`config.mk`:
```
export PLATFORM = sky130hd
export DESIGN_NAME = pcp_regs
export DESIGN_NICKNAME = d
export VERILOG_FILES = /design/src/design/pcp_pkg.sv /design/src/design/pcp_regs.sv
export SDC_FILE = /design/constraint.sdc
export NUM_CORES = 1
export LEC_CHECK = 0
export ABC_AREA = 1
export BUFFER_PORTS_ARGS = -buffer_cell sky130_fd_sc_hd__buf_2
export CORE_MARGIN = 8
export CORE_UTILIZATION = 42
export CTS_BUF_LIST = sky130_fd_sc_hd__clkbuf_4 sky130_fd_sc_hd__clkbuf_8
export DETAILED_ROUTE_END_ITERATION = 6
export GPL_TIMING_DRIVEN = 0
export PLACE_DENSITY = 0.78
export SYNTH_ARGS = -nofsm -noshare
export SYNTH_HDL_FRONTEND = slang
export SYNTH_SLANG_ARGS = --single-unit
```
`constraint.sdc`:
```
create_clock -name clk -period 1.1 [get_ports clk]
set_input_delay 0.055 -clock clk [delete_from_list [all_inputs] [get_ports clk]]
set_output_delay 0.055 -clock clk [all_outputs]
set_load 0.005 [all_outputs]
```
`src/design/pcp_pkg.sv`:
```
/*
  Constants and types for the port configuration register bank and the
  power pushbuttons of a four-port power-sourcing controller.
  Assumes the serial slave front end turns host transactions into one-cycle
  register write and read strobes with an 8-bit register address.
*/
// Behaviour
// RULE1: enable register: class bits 7:4, detect bits 3:0
// RULE2: backoff enables bits 3:0, bits 7:4 read zero
// RULE3: timing register packs restart, startup, fault, disconnect codes
// RULE4: restart code gives 16, 32, 64, zero fault multiples
// RULE5: disconnect and startup/fault codes scale nominal times
// RULE6: restart off time enforces minimum duty cycle
// RULE7: reset clears timing register to zero
// RULE8: class-limit bit lowers fault threshold by class
// RULE9: misc bit7 interrupt enable, bit6 restart protection
// RULE10: bit3 blocks power-on after class failure, automatic
// RULE11: reset loads misc register with c0
// RULE12: pushbuttons: bits 7:4 power off, 3:0 power on
// RULE13: ignore power-on when powered or shutdown
// RULE14: ignore power-off when off or shutdown
// RULE15: pushbutton bits self-clear after the action
// RULE16: power-on aborts detection or classification first
// RULE17: pushbuttons ignored for power-on in automatic mode
// RULE18: reset clears pushbutton register
// RULE19: modes: shutdown, manual, semi-automatic, automatic
// RULE20: detection runs before classification when both enabled
// RULE21: no repower until restart timer reaches zero
// RULE22: reserved bits read zero, writes ignored
package pcp_pkg;
  localparam int unsigned PORTS = 4;
  localparam logic [7:0] ADDR_DET_CLS = 8'h14;
  localparam logic [7:0] ADDR_BACKOFF = 8'h15;
  localparam logic [7:0] ADDR_TIMING = 8'h16;
  localparam logic [7:0] ADDR_MISC = 8'h17;
  localparam logic [7:0] ADDR_PUSH = 8'h19;
  localparam logic [7:0] RST_TIMING = 8'h00;
  localparam logic [7:0] RST_MISC = 8'hc0;
  localparam logic [7:0] RST_PUSH = 8'h00;
  // reserved bits 5:4 and 1:0 hold zero whatever is written
  localparam logic [7:0] MISC_WMASK = 8'hcc;
  localparam logic [3:0] BACKOFF_WMASK = 4'hf;
  localparam int unsigned MISC_INT_EN_BIT = 7;
  localparam int unsigned MISC_RESTART_BIT = 6;
  localparam int unsigned MISC_CLASS_FAIL_BIT = 3;
  localparam int unsigned MISC_CLASS_LIMIT_BIT = 2;
  // multiples of the fault time, zero for code 11
  localparam logic [6:0] RESTART_MULT_00 = 7'h10;
  localparam logic [6:0] RESTART_MULT_01 = 7'h20;
  localparam logic [6:0] RESTART_MULT_10 = 7'h40;
  localparam logic [6:0] RESTART_MULT_11 = 7'h00;
  localparam int unsigned NOMINAL_DISC_MS = 350;
  localparam int unsigned NOMINAL_START_MS = 60;
  localparam int unsigned NOMINAL_FAULT_MS = 60;
  // scale in quarters of nominal
  localparam logic [3:0] QTR_1 = 4'h1;
  localparam logic [3:0] QTR_2 = 4'h2;
  localparam logic [3:0] QTR_4 = 4'h4;
  localparam logic [3:0] QTR_8 = 4'h8;
  localparam logic [3:0] QTR_16 = 4'h0 - 4'h0;

  typedef enum logic [1:0] {
    PCP_MODE_SHUTDOWN = 2'b00,
    PCP_MODE_MANUAL = 2'b01,
    PCP_MODE_SEMI = 2'b10,
    PCP_MODE_AUTO = 2'b11
  } pcp_mode_t;

  typedef struct packed {
    logic [1:0] restart_multiple_code;
    logic [1:0] startup_time_code;
    logic [1:0] fault_time_code;
    logic [1:0] disconnect_time_code;
  } pcp_timing_t;

  typedef struct packed {
    logic [1:0] disconnect_scale;
    logic [2:0] startup_scale;
    logic [2:0] fault_scale;
    logic [6:0] restart_mult;
  } pcp_timer_cfg_t;

  typedef struct packed {
    logic [3:0] powered;
    logic [3:0] busy;
    logic [3:0] class_fail;
    logic [3:0] overcurrent_off;
    logic [3:0] restart_zero;
  } pcp_port_stat_t;
endpackage

```
`src/design/pcp_regs.sv`:
```
/*
  Configuration register bank: detect/classify enables, cadence backoff,
  timer codes, protection options and self-clearing power pushbuttons.
  Assumes reg_wr/reg_rd are one-cycle strobes from the serial slave and
  port state comes synchronously from the per-port state machines.
*/
module pcp_regs
  import pcp_pkg::*;
#(
  parameter logic [7:0] DET_CLS_RESET = 8'hff,
  parameter logic [3:0] BACKOFF_RESET = 4'h0
)
(
  input wire logic clk,
  input wire logic rst,
  input wire logic soft_rst,
  input wire logic reg_wr,
  input wire logic reg_rd,
  input wire logic [7:0] reg_addr,
  input wire logic [7:0] reg_wdata,
  output logic [7:0] reg_rdata,
  output logic reg_hit,
  input wire logic [7:0] port_mode,
  input wire pcp_port_stat_t port_stat,
  input wire logic [3:0] port_done,
  output logic [3:0] detect_enable_bit,
  output logic [3:0] class_enable_bit,
  output logic [3:0] detect_first,
  output logic [3:0] cadence_backoff_bit,
  output pcp_timing_t timer_codes,
  output pcp_timer_cfg_t timer_cfg,
  output logic int_enable,
  output logic restart_protect_enable,
  output logic block_power_on_class_fail,
  output logic class_limit_scaling_enable,
  output logic [3:0] fault_limit_scaled,
  output logic [3:0] power_up_request,
  output logic [3:0] power_down_request,
  output logic [3:0] abort_discovery,
  output logic [3:0] power_on_allowed
);
  logic [7:0] det_cls_q;
  logic [3:0] backoff_q;
  pcp_timing_t timing_q;
  logic [7:0] misc_q;
  logic [3:0] on_q;
  logic [3:0] off_q;
  logic [7:0] rdata_q;
  logic [3:0] on_ok;
  logic [3:0] off_ok;
  logic wr_push;

  assign wr_push = reg_wr && (reg_addr == ADDR_PUSH);

  always_ff @(posedge clk or posedge rst)
  begin
    if (rst)
    begin
      det_cls_q <= DET_CLS_RESET;
      backoff_q <= BACKOFF_RESET;
    end
    else if (soft_rst)
    begin
      det_cls_q <= DET_CLS_RESET;
      backoff_q <= BACKOFF_RESET;
    end
    else if (reg_wr)
    begin
      if (reg_addr == ADDR_DET_CLS)
        det_cls_q <= reg_wdata; // RULE1
      if (reg_addr == ADDR_BACKOFF)
        backoff_q <= reg_wdata[3:0] & BACKOFF_WMASK; // RULE2 RULE22
    end
  end

  always_ff @(posedge clk or posedge rst)
  begin
    if (rst)
      timing_q <= RST_TIMING; // RULE7
    else if (soft_rst)
      timing_q <= RST_TIMING; // RULE7
    else if (reg_wr && reg_addr == ADDR_TIMING)
      timing_q <= reg_wdata; // RULE3
  end

  always_ff @(posedge clk or posedge rst)
  begin
    if (rst)
      misc_q <= RST_MISC; // RULE11
    else if (soft_rst)
      misc_q <= RST_MISC; // RULE11
    else if (reg_wr && reg_addr == ADDR_MISC)
      misc_q <= reg_wdata & MISC_WMASK; // RULE9 RULE22
  end

  // a port counts as able to act only outside shutdown
  always_comb
  begin
    for (int p = 0; p < PORTS; p++)
    begin
      on_ok[p] = (port_mode[2*p +: 2] == PCP_MODE_MANUAL || port_mode[2*p +: 2] == PCP_MODE_SEMI) // RULE17 RULE19
        && !port_stat.powered[p] && power_on_allowed[p]; // RULE13
      off_ok[p] = (port_mode[2*p +: 2] != PCP_MODE_SHUTDOWN) && port_stat.powered[p]; // RULE14
      power_on_allowed[p] = !(restart_protect_enable && port_stat.overcurrent_off[p]
        && !port_stat.restart_zero[p]) // RULE6 RULE21
        && !(block_power_on_class_fail && port_stat.class_fail[p]
        && port_mode[2*p +: 2] == PCP_MODE_AUTO); // RULE10
    end
  end

  // ignored requests drop at once, accepted ones stand until done;
  // a new write wins over the clear so no request is lost
  always_ff @(posedge clk or posedge rst)
  begin
    if (rst)
    begin
      on_q <= RST_PUSH[3:0]; // RULE18
      off_q <= RST_PUSH[7:4]; // RULE18
    end
    else if (soft_rst)
    begin
      on_q <= RST_PUSH[3:0];
      off_q <= RST_PUSH[7:4];
    end
    else
    begin
      for (int p = 0; p < PORTS; p++)
      begin
        if (wr_push && reg_wdata[p])
          on_q[p] <= 1'b1; // RULE12
        else if (port_done[p] || !on_ok[p])
          on_q[p] <= 1'b0; // RULE15 RULE13
        if (wr_push && reg_wdata[PORTS + p])
          off_q[p] <= 1'b1; // RULE12
        else if (port_done[p] || !off_ok[p])
          off_q[p] <= 1'b0; // RULE15 RULE14
      end
    end
  end

  assign power_up_request = on_q & on_ok;
  assign power_down_request = off_q & off_ok;
  assign abort_discovery = on_q & on_ok & port_stat.busy; // RULE16

  assign detect_enable_bit = det_cls_q[3:0];
  assign class_enable_bit = det_cls_q[7:4];
  assign detect_first = det_cls_q[3:0] & det_cls_q[7:4]; // RULE20
  assign cadence_backoff_bit = backoff_q;
  assign timer_codes = timing_q;
  assign int_enable = misc_q[MISC_INT_EN_BIT];
  assign restart_protect_enable = misc_q[MISC_RESTART_BIT];
  assign block_power_on_class_fail = misc_q[MISC_CLASS_FAIL_BIT];
  assign class_limit_scaling_enable = misc_q[MISC_CLASS_LIMIT_BIT];
  assign fault_limit_scaled = {PORTS{class_limit_scaling_enable}}; // RULE8

  always_comb
  begin
    unique case (timing_q.restart_multiple_code) // RULE4
      2'b00: timer_cfg.restart_mult = RESTART_MULT_00;
      2'b01: timer_cfg.restart_mult = RESTART_MULT_01;
      2'b10: timer_cfg.restart_mult = RESTART_MULT_10;
      2'b11: timer_cfg.restart_mult = RESTART_MULT_11;
    endcase
    // disconnect: 0=1x 1=1/4 2=1/2 3=2x; start/fault in halves of nominal: 0=1x 1=1/2 2=2x 3=scale 0
    timer_cfg.disconnect_scale = timing_q.disconnect_time_code; // RULE5
    unique case (timing_q.startup_time_code) // RULE5
      2'b00: timer_cfg.startup_scale = 3'd2;
      2'b01: timer_cfg.startup_scale = 3'd1;
      2'b10: timer_cfg.startup_scale = 3'd4;
      2'b11: timer_cfg.startup_scale = 3'd0;
    endcase
    unique case (timing_q.fault_time_code) // RULE5
      2'b00: timer_cfg.fault_scale = 3'd2;
      2'b01: timer_cfg.fault_scale = 3'd1;
      2'b10: timer_cfg.fault_scale = 3'd4;
      2'b11: timer_cfg.fault_scale = 3'd0;
    endcase
  end

  // pushbutton register is write-only and reads zero
  always_ff @(posedge clk or posedge rst)
  begin
    if (rst)
      rdata_q <= 8'h00;
    else if (reg_rd)
    begin
      unique case (reg_addr)
        ADDR_DET_CLS: rdata_q <= det_cls_q;
        ADDR_BACKOFF: rdata_q <= {4'h0, backoff_q}; // RULE22
        ADDR_TIMING: rdata_q <= timing_q;
        ADDR_MISC: rdata_q <= misc_q;
        default: rdata_q <= 8'h00;
      endcase
    end
  end

  assign reg_rdata = rdata_q;
  assign reg_hit = (reg_addr == ADDR_DET_CLS) || (reg_addr == ADDR_BACKOFF) || (reg_addr == ADDR_TIMING)
    || (reg_addr == ADDR_MISC) || (reg_addr == ADDR_PUSH);
endmodule // pcp_regs

```
Word level (Yosys, flattened, before mapping)
Index checks and enable logic that the tools add are counted.
{"block": "op_classes", "bitwise": 4, "mux": 32, "eq_ne": 26, "n_reduce_logical": 105}
{"operator": "8-bit two-way mux", "count": 7}
{"operator": "1-bit logical AND", "count": 43}
{"operator": "8-bit by 5-bit equality test with 1-bit output (second input constant)", "count": 5}
{"operator": "8-bit one-hot mux with 4 select lines", "count": 1}
{"operator": "2-bit equality test (second input constant)", "count": 14}
{"operator": "7-bit one-hot mux with 4 select lines", "count": 1}
{"operator": "1-bit logical NOT", "count": 24}
{"operator": "3-bit one-hot mux with 4 select lines", "count": 2}
{"operator": "3-bit nonzero test", "count": 8}
{"operator": "4-bit two-way mux", "count": 5}
{"operator": "2-bit nonzero test", "count": 9}
{"operator": "4-bit bitwise AND", "count": 4}
{"operator": "1-bit logical OR", "count": 16}
{"operator": "1-bit two-way mux", "count": 16}
{"operator": "2-bit by 1-bit equality test with 1-bit output (second input constant)", "count": 7}
{"operator": "2-bit logical NOT", "count": 3}
{"operator": "2-bit AND reduction", "count": 2}
{"block": "totals", "input_bits": 53, "register_bits": 44}

Logic depth before layout (Yosys ltp)
{"block": "depth", "depth_word": 10, "depth_mapped": 9, "depth_no_buf": 8}

Worst setup path after synthesis
OpenSTA, ideal clock, no wires.
{"block": "synth_path", "path_type": "flip-flop to flip-flop", "start": "register misc_q[6]", "end": "register on_q[0]", "path_buffers": 0, "slack_ps": -132, "setup_ps": 126, "required_time_ps": 974, "stages_incl_launch_ff": 6, "arrival_time_ps": 1106, "path_cell_list": "dfstp_2 -> inv_1 -> o31ai_1 -> inv_1 -> nand3_1 -> o21ai_0"}
{"block": "synth_between", "elab_chain_len": 8}
{"element": "start, declared", "line_no": "pcp_regs.sv:45", "rtl": "logic [7:0] misc_q;"}
{"element": "start signal, assigned", "line_no": "pcp_regs.sv:93", "rtl": "misc_q <= reg_wdata & MISC_WMASK;"}
{"element": "1-bit logical AND", "line_no": "pcp_regs.sv:104", "rtl": "power_on_allowed[p] = !(restart_protect_enable && port_stat.overcurrent_off[p]"}
{"element": "1-bit logical AND", "line_no": "pcp_regs.sv:105", "rtl": "&& !port_stat.restart_zero[p])"}
{"element": "1-bit logical NOT", "line_no": "pcp_regs.sv:104"}
{"element": "1-bit logical AND", "line_no": "pcp_regs.sv:106", "rtl": "&& !(block_power_on_class_fail && port_stat.class_fail[p]"}
{"element": "via power_on_allowed[0]", "line_no": "pcp_regs.sv:40", "rtl": "output logic [3:0] power_on_allowed"}
{"element": "1-bit logical AND", "line_no": "pcp_regs.sv:102", "rtl": "&& !port_stat.powered[p] && power_on_allowed[p];"}
{"element": "1-bit logical NOT", "line_no": "pcp_regs.sv:131", "rtl": "else if (port_done[p] || !on_ok[p])"}
{"element": "1-bit logical OR", "line_no": "pcp_regs.sv:131"}
{"element": "3-bit nonzero test (no line)"}
{"element": "end signal, assigned", "line_no": "pcp_regs.sv:117", "rtl": "on_q <= RST_PUSH[3:0];"}
{"element": "end signal, assigned", "line_no": "pcp_regs.sv:122", "rtl": "on_q <= RST_PUSH[3:0];"}
{"element": "end, declared", "line_no": "pcp_regs.sv:46", "rtl": "logic [3:0] on_q;"}
The timed path passes the listed nets, and every way through them passes these cells.
A chain may end at the register's enable or synchronous reset.

Worst setup path after layout
{"block": "layout_path", "start": "register misc_q[6]", "end": "output port power_up_request[3]"}
{"block": "layout_between", "elab_chain_len": 6}
{"element": "1-bit logical AND", "line_no": "pcp_regs.sv:104"}
{"element": "1-bit logical AND", "line_no": "pcp_regs.sv:105"}
{"element": "1-bit logical NOT", "line_no": "pcp_regs.sv:104"}
{"element": "1-bit logical AND", "line_no": "pcp_regs.sv:106"}
{"element": "1-bit logical AND", "line_no": "pcp_regs.sv:102"}
{"element": "4-bit bitwise AND", "line_no": "pcp_regs.sv:141", "rtl": "assign power_up_request = on_q & on_ok;"}
{"element": "end, declared", "line_no": "pcp_regs.sv:37", "rtl": "output logic [3:0] power_up_request,"}
No other way between the ends.

==> metrics.sh <==
YOSYSWARNINGS=0
GPL.FINAL_WEIGHTED_CONGESTION=0.874
REPORT.FINAL.SETUP_VIOL=22
CTS_SINKS=40
IOS=125
STATIC-LEAKAGE-POWER_nW=2.09
STATUS='finished with violations'
WORST_SKEW_PAIR.LATE_LATENCY_NS=0.29
NUM_ANTENNA_CELLS=0
CRITPATHLAUNCHTYPE='flop'
FLOORPLAN.DIE_AREA_UM2=8440
YS_TYPES=26
VIAS=2707
CRIT_FAMILY='flip-flops'
VIOLATIONS='hold timing, setup timing'
GRT_SETUP_UNREPAIRED='true'
ROWS=27
SETUP.WORST_PATH.CLASS='reg -> out'
GRT_REMAINING_OVERFLOW=0
GRT_PASS1_WL_UM=12800
SYNTH_AREA_LEADERS='sky130_fd_sc_hd__dfrtp_1, sky130_fd_sc_hd__nand2_1, sky130_fd_sc_hd__dfstp_2'
CRITICAL_PATH.CELL_CHAIN='buf_6, nand2_4, o21ai_4, nor3_2, nand2_1, inv_1, buf_2'
CTS_BUF_COUNT=5
ROOT_BUFFER='sky130_fd_sc_hd__clkbuf_8'
SETUP.REG_TO_REG.WORST_SLACK_NS=-0.23
GRT_START_MAX_NET_PINS=41
LAYOUT.CORE_UTILIZATION_PCT=65.5
CRITICAL_PATH_BUF_INV_COUNT=3
NUMPORTBUFFERS=118
TRITONCTS='built'
CRITPATHMAXFANOUT=4
TIMING.FMAX_GHz=0.633
WORST_PATH_MAX_DELAY_CELL='sky130_fd_sc_hd__dfstp_2'
FIN_SETUP_TNS_NS=-6.10
SYN_INST=334
GRT_ANTENNA_BEFORE_REPAIR=0
PATH_CLK_SLEW_NS=0.07
DIE_W_UM=91.9
FLOORPLAN.INITIALDENSITY_PCT=43.7
FINALWIRELENGTH_UM=8260
CAP_VIOL_MAX_COUNT=0
SYNTH.AVG_CELL_AREA_UM2=7.24
DRC=0
VIAS_IN_THE_FIRST_GLOBAL_ROUTE=2792
CTS.PATH.MAX_BUFFERS=2
MOSTFREQUENTLAYOUTCELLS='sky130_fd_sc_hd__buf_2, sky130_fd_sc_hd__nand2_1, sky130_fd_sc_hd__inv_1, sky130_fd_sc_hd__nand3_1, sky130_fd_sc_hd__nor2_1'
AREA_GROWTH_SYN_TO_LAYOUT_PCT=50.0
DETAIL_ROUTE.FIRST_PASS.ITERATIONS=4
WORST_CLOCK_SKEW_NS=0.00288
FINAL_MAX_SLEW_VIOLATION_COUNT=0
HOLD_CLASS='in -> async'
AVGROUTEDWIREPERCELL_UM=14.8
ROUTE.ANTENNA.REMAINING_NETS=0
NUM-NETS-FINAL=547
CTS_MAX_LEVEL=2
CORE-AREA_UM2=5540
TIMING_HOLD_VIOLATIONS_FINAL=30
DIE_H_UM=91.9
VIASPERCELL=4.84
SYNTHESIS.AREA_UM2=2420
TIMING.CRITICAL_PATH.SLOWEST_CELL_DELAY_NS=0.60
LAYOUT_MIN_CYCLE_TIME_NS=1.58
RELSLEWSLACK_PCT=45.0
LAYOUT.FILLER_CELLS=483
REQUIRED_NS=1.04
DESIGN_POWER_TOTAL_mW=3.50
WORST_SETUP_EP_TYPE='primary output'
LAYOUT_WORST_PATH_CYCLE_SHARE_PCT=144
YOSYSTOPAREACELL='sky130_fd_sc_hd__dfrtp_1'
DETAIL_ROUTE.ITER0.VIOLATIONS=165
HOLD_WS_NS=-0.0766
GR-USAGE-ALL-LAYERS_PCT=18.4
NETLIST.AREA_LEADER.SHARE_PCT=31.0
DETAILEDPLACEMENTHPWL_UM=6090
CRIT_ARRIVAL_NS=1.53
DRIVE_ABOVE_1_SHARE_PCT=43.9
WORST_SLEW_PIN_SLEW_NS=0.824
FINAL_COMMON_CELL='sky130_fd_sc_hd__buf_2'
SETUP_SLACK_NS=-0.481
IR_WORST_VDD_mV=0.593
POWER.DENSITY_nW_PER_UM2=964
SYNTH_SEQ_CELLS=40
SYNTH_SEQUENTIAL_AREA_RATIO_PCT=41.9
-- synthesized netlist by cell type --
library cell               count
sky130_fd_sc_hd__nand3_1      37
sky130_fd_sc_hd__o211ai_1      2
sky130_fd_sc_hd__nor2_4        1
sky130_fd_sc_hd__a21oi_1       2
sky130_fd_sc_hd__o31ai_1       1
sky130_fd_sc_hd__clkbuf_1      2
sky130_fd_sc_hd__nand3_2       1
sky130_fd_sc_hd__nand2_1      78
sky130_fd_sc_hd__nor2_2        2
sky130_fd_sc_hd__conb_1        1
sky130_fd_sc_hd__ha_1          8
sky130_fd_sc_hd__inv_1        58
sky130_fd_sc_hd__and2_0        1
sky130_fd_sc_hd__buf_2         5
sky130_fd_sc_hd__o32ai_1       3
sky130_fd_sc_hd__and3_1        1
sky130_fd_sc_hd__nor2_1       32
sky130_fd_sc_hd__nand2_2       1
sky130_fd_sc_hd__nor3_1        8
sky130_fd_sc_hd__nand4_1       4
sky130_fd_sc_hd__dfstp_2      10
sky130_fd_sc_hd__nand2_4       3
sky130_fd_sc_hd__o21ai_1       3
sky130_fd_sc_hd__o21ai_0      29
sky130_fd_sc_hd__dfrtp_1      30
sky130_fd_sc_hd__buf_4        11
-- state kept, by name, indices dropped and copies added, names as in the netlist --
register / flops
det_cls_q: 8
reg_rdata: 8
timer_codes: 6
cadence_backoff_bit: 4
misc_q: 4
off_q: 4
on_q: 4
timer_cfg: 2
-- cells by family after synthesis --
kind of cell	synth area share (%)
AO/OA/AOI/OAI	9.05
adder cells (fa/ha/maj)	4.14
AND/OR/NAND/NOR	31.0
buffers and inverters	13.8
other	0.155
flip-flops	41.9
-- timing repair --
action | CTS | global route
buffers inserted | 17 | 7
pin swaps | 4 | 10
endpoints found under the hold margin | 30 | 0
resized for setup | 18 | 44
setup endpoints to repair | 27 | 43
-- layout make-up --
class / instances / area, um^2 / area share (%)
multi-input cells: 221 / 1230 / 33.9
well taps: 72 / 90.1 / 2.48
repair buffers: 142 / 856 / 23.6
clock buffers: 8 / 97.6 / 2.69
plain buffers: 18 / 118 / 3.24
flip-flops and latches: 40 / 1020 / 28.1
inverters: 58 / 218 / 6.00
-- where the power goes --
| part | leakage, nW | total (mW) | internal [mW] | switching (mW) |
|---|---|---|---|---|
| Sequential | 0.504 | 1.63 | 1.55 | 0.0773 |
| Combinational | 1.54 | 0.810 | 0.398 | 0.412 |
| Clock | 0.0523 | 1.06 | 0.561 | 0.494 |
| Total | 2.09 | 3.50 | 2.51 | 0.984 |
-- stage by stage --
stage / cell area [um^2] / std cells / hold WS, ns / setup WS [ns]
detailed placement: 3120 / 527 / 0.268 / -0.568
global route: 3630 / 559 / 0.000284 / -0.555
global placement: 3120 / 527 / 0.299 / -0.446
CTS: 3400 / 552 / -0.0426 / -0.437
floorplan: 2430 / 337 / 0.181 / -0.0873
finish: 3630 / 559 / -0.0766 / -0.481
-- final timing paths --
check | start | to | cells past startpoint
max | misc_q[6] | power_up_request[3] | 7
min | rst | reg_rdata[4] | 2
max reg2reg | misc_q[6] | on_q[2] | 7
min reg2reg | reg_rdata[6] | reg_rdata[6] | 2
max in group asynchronous | rst | timer_codes[7] | 2
min in group clk | reg_wdata[1] | det_cls_q[1] | 3
-- metal layers --
layer  routed length (um)  share of wire, %  GRT usage [%]
met5                    0                 0              0
met4                   86               1.0           5.64
met3                  732               8.9           5.79
met2                 4090                49           31.3
met1                 3350                41           21.7
Note: power is estimated with default switching activity, not from simulation.
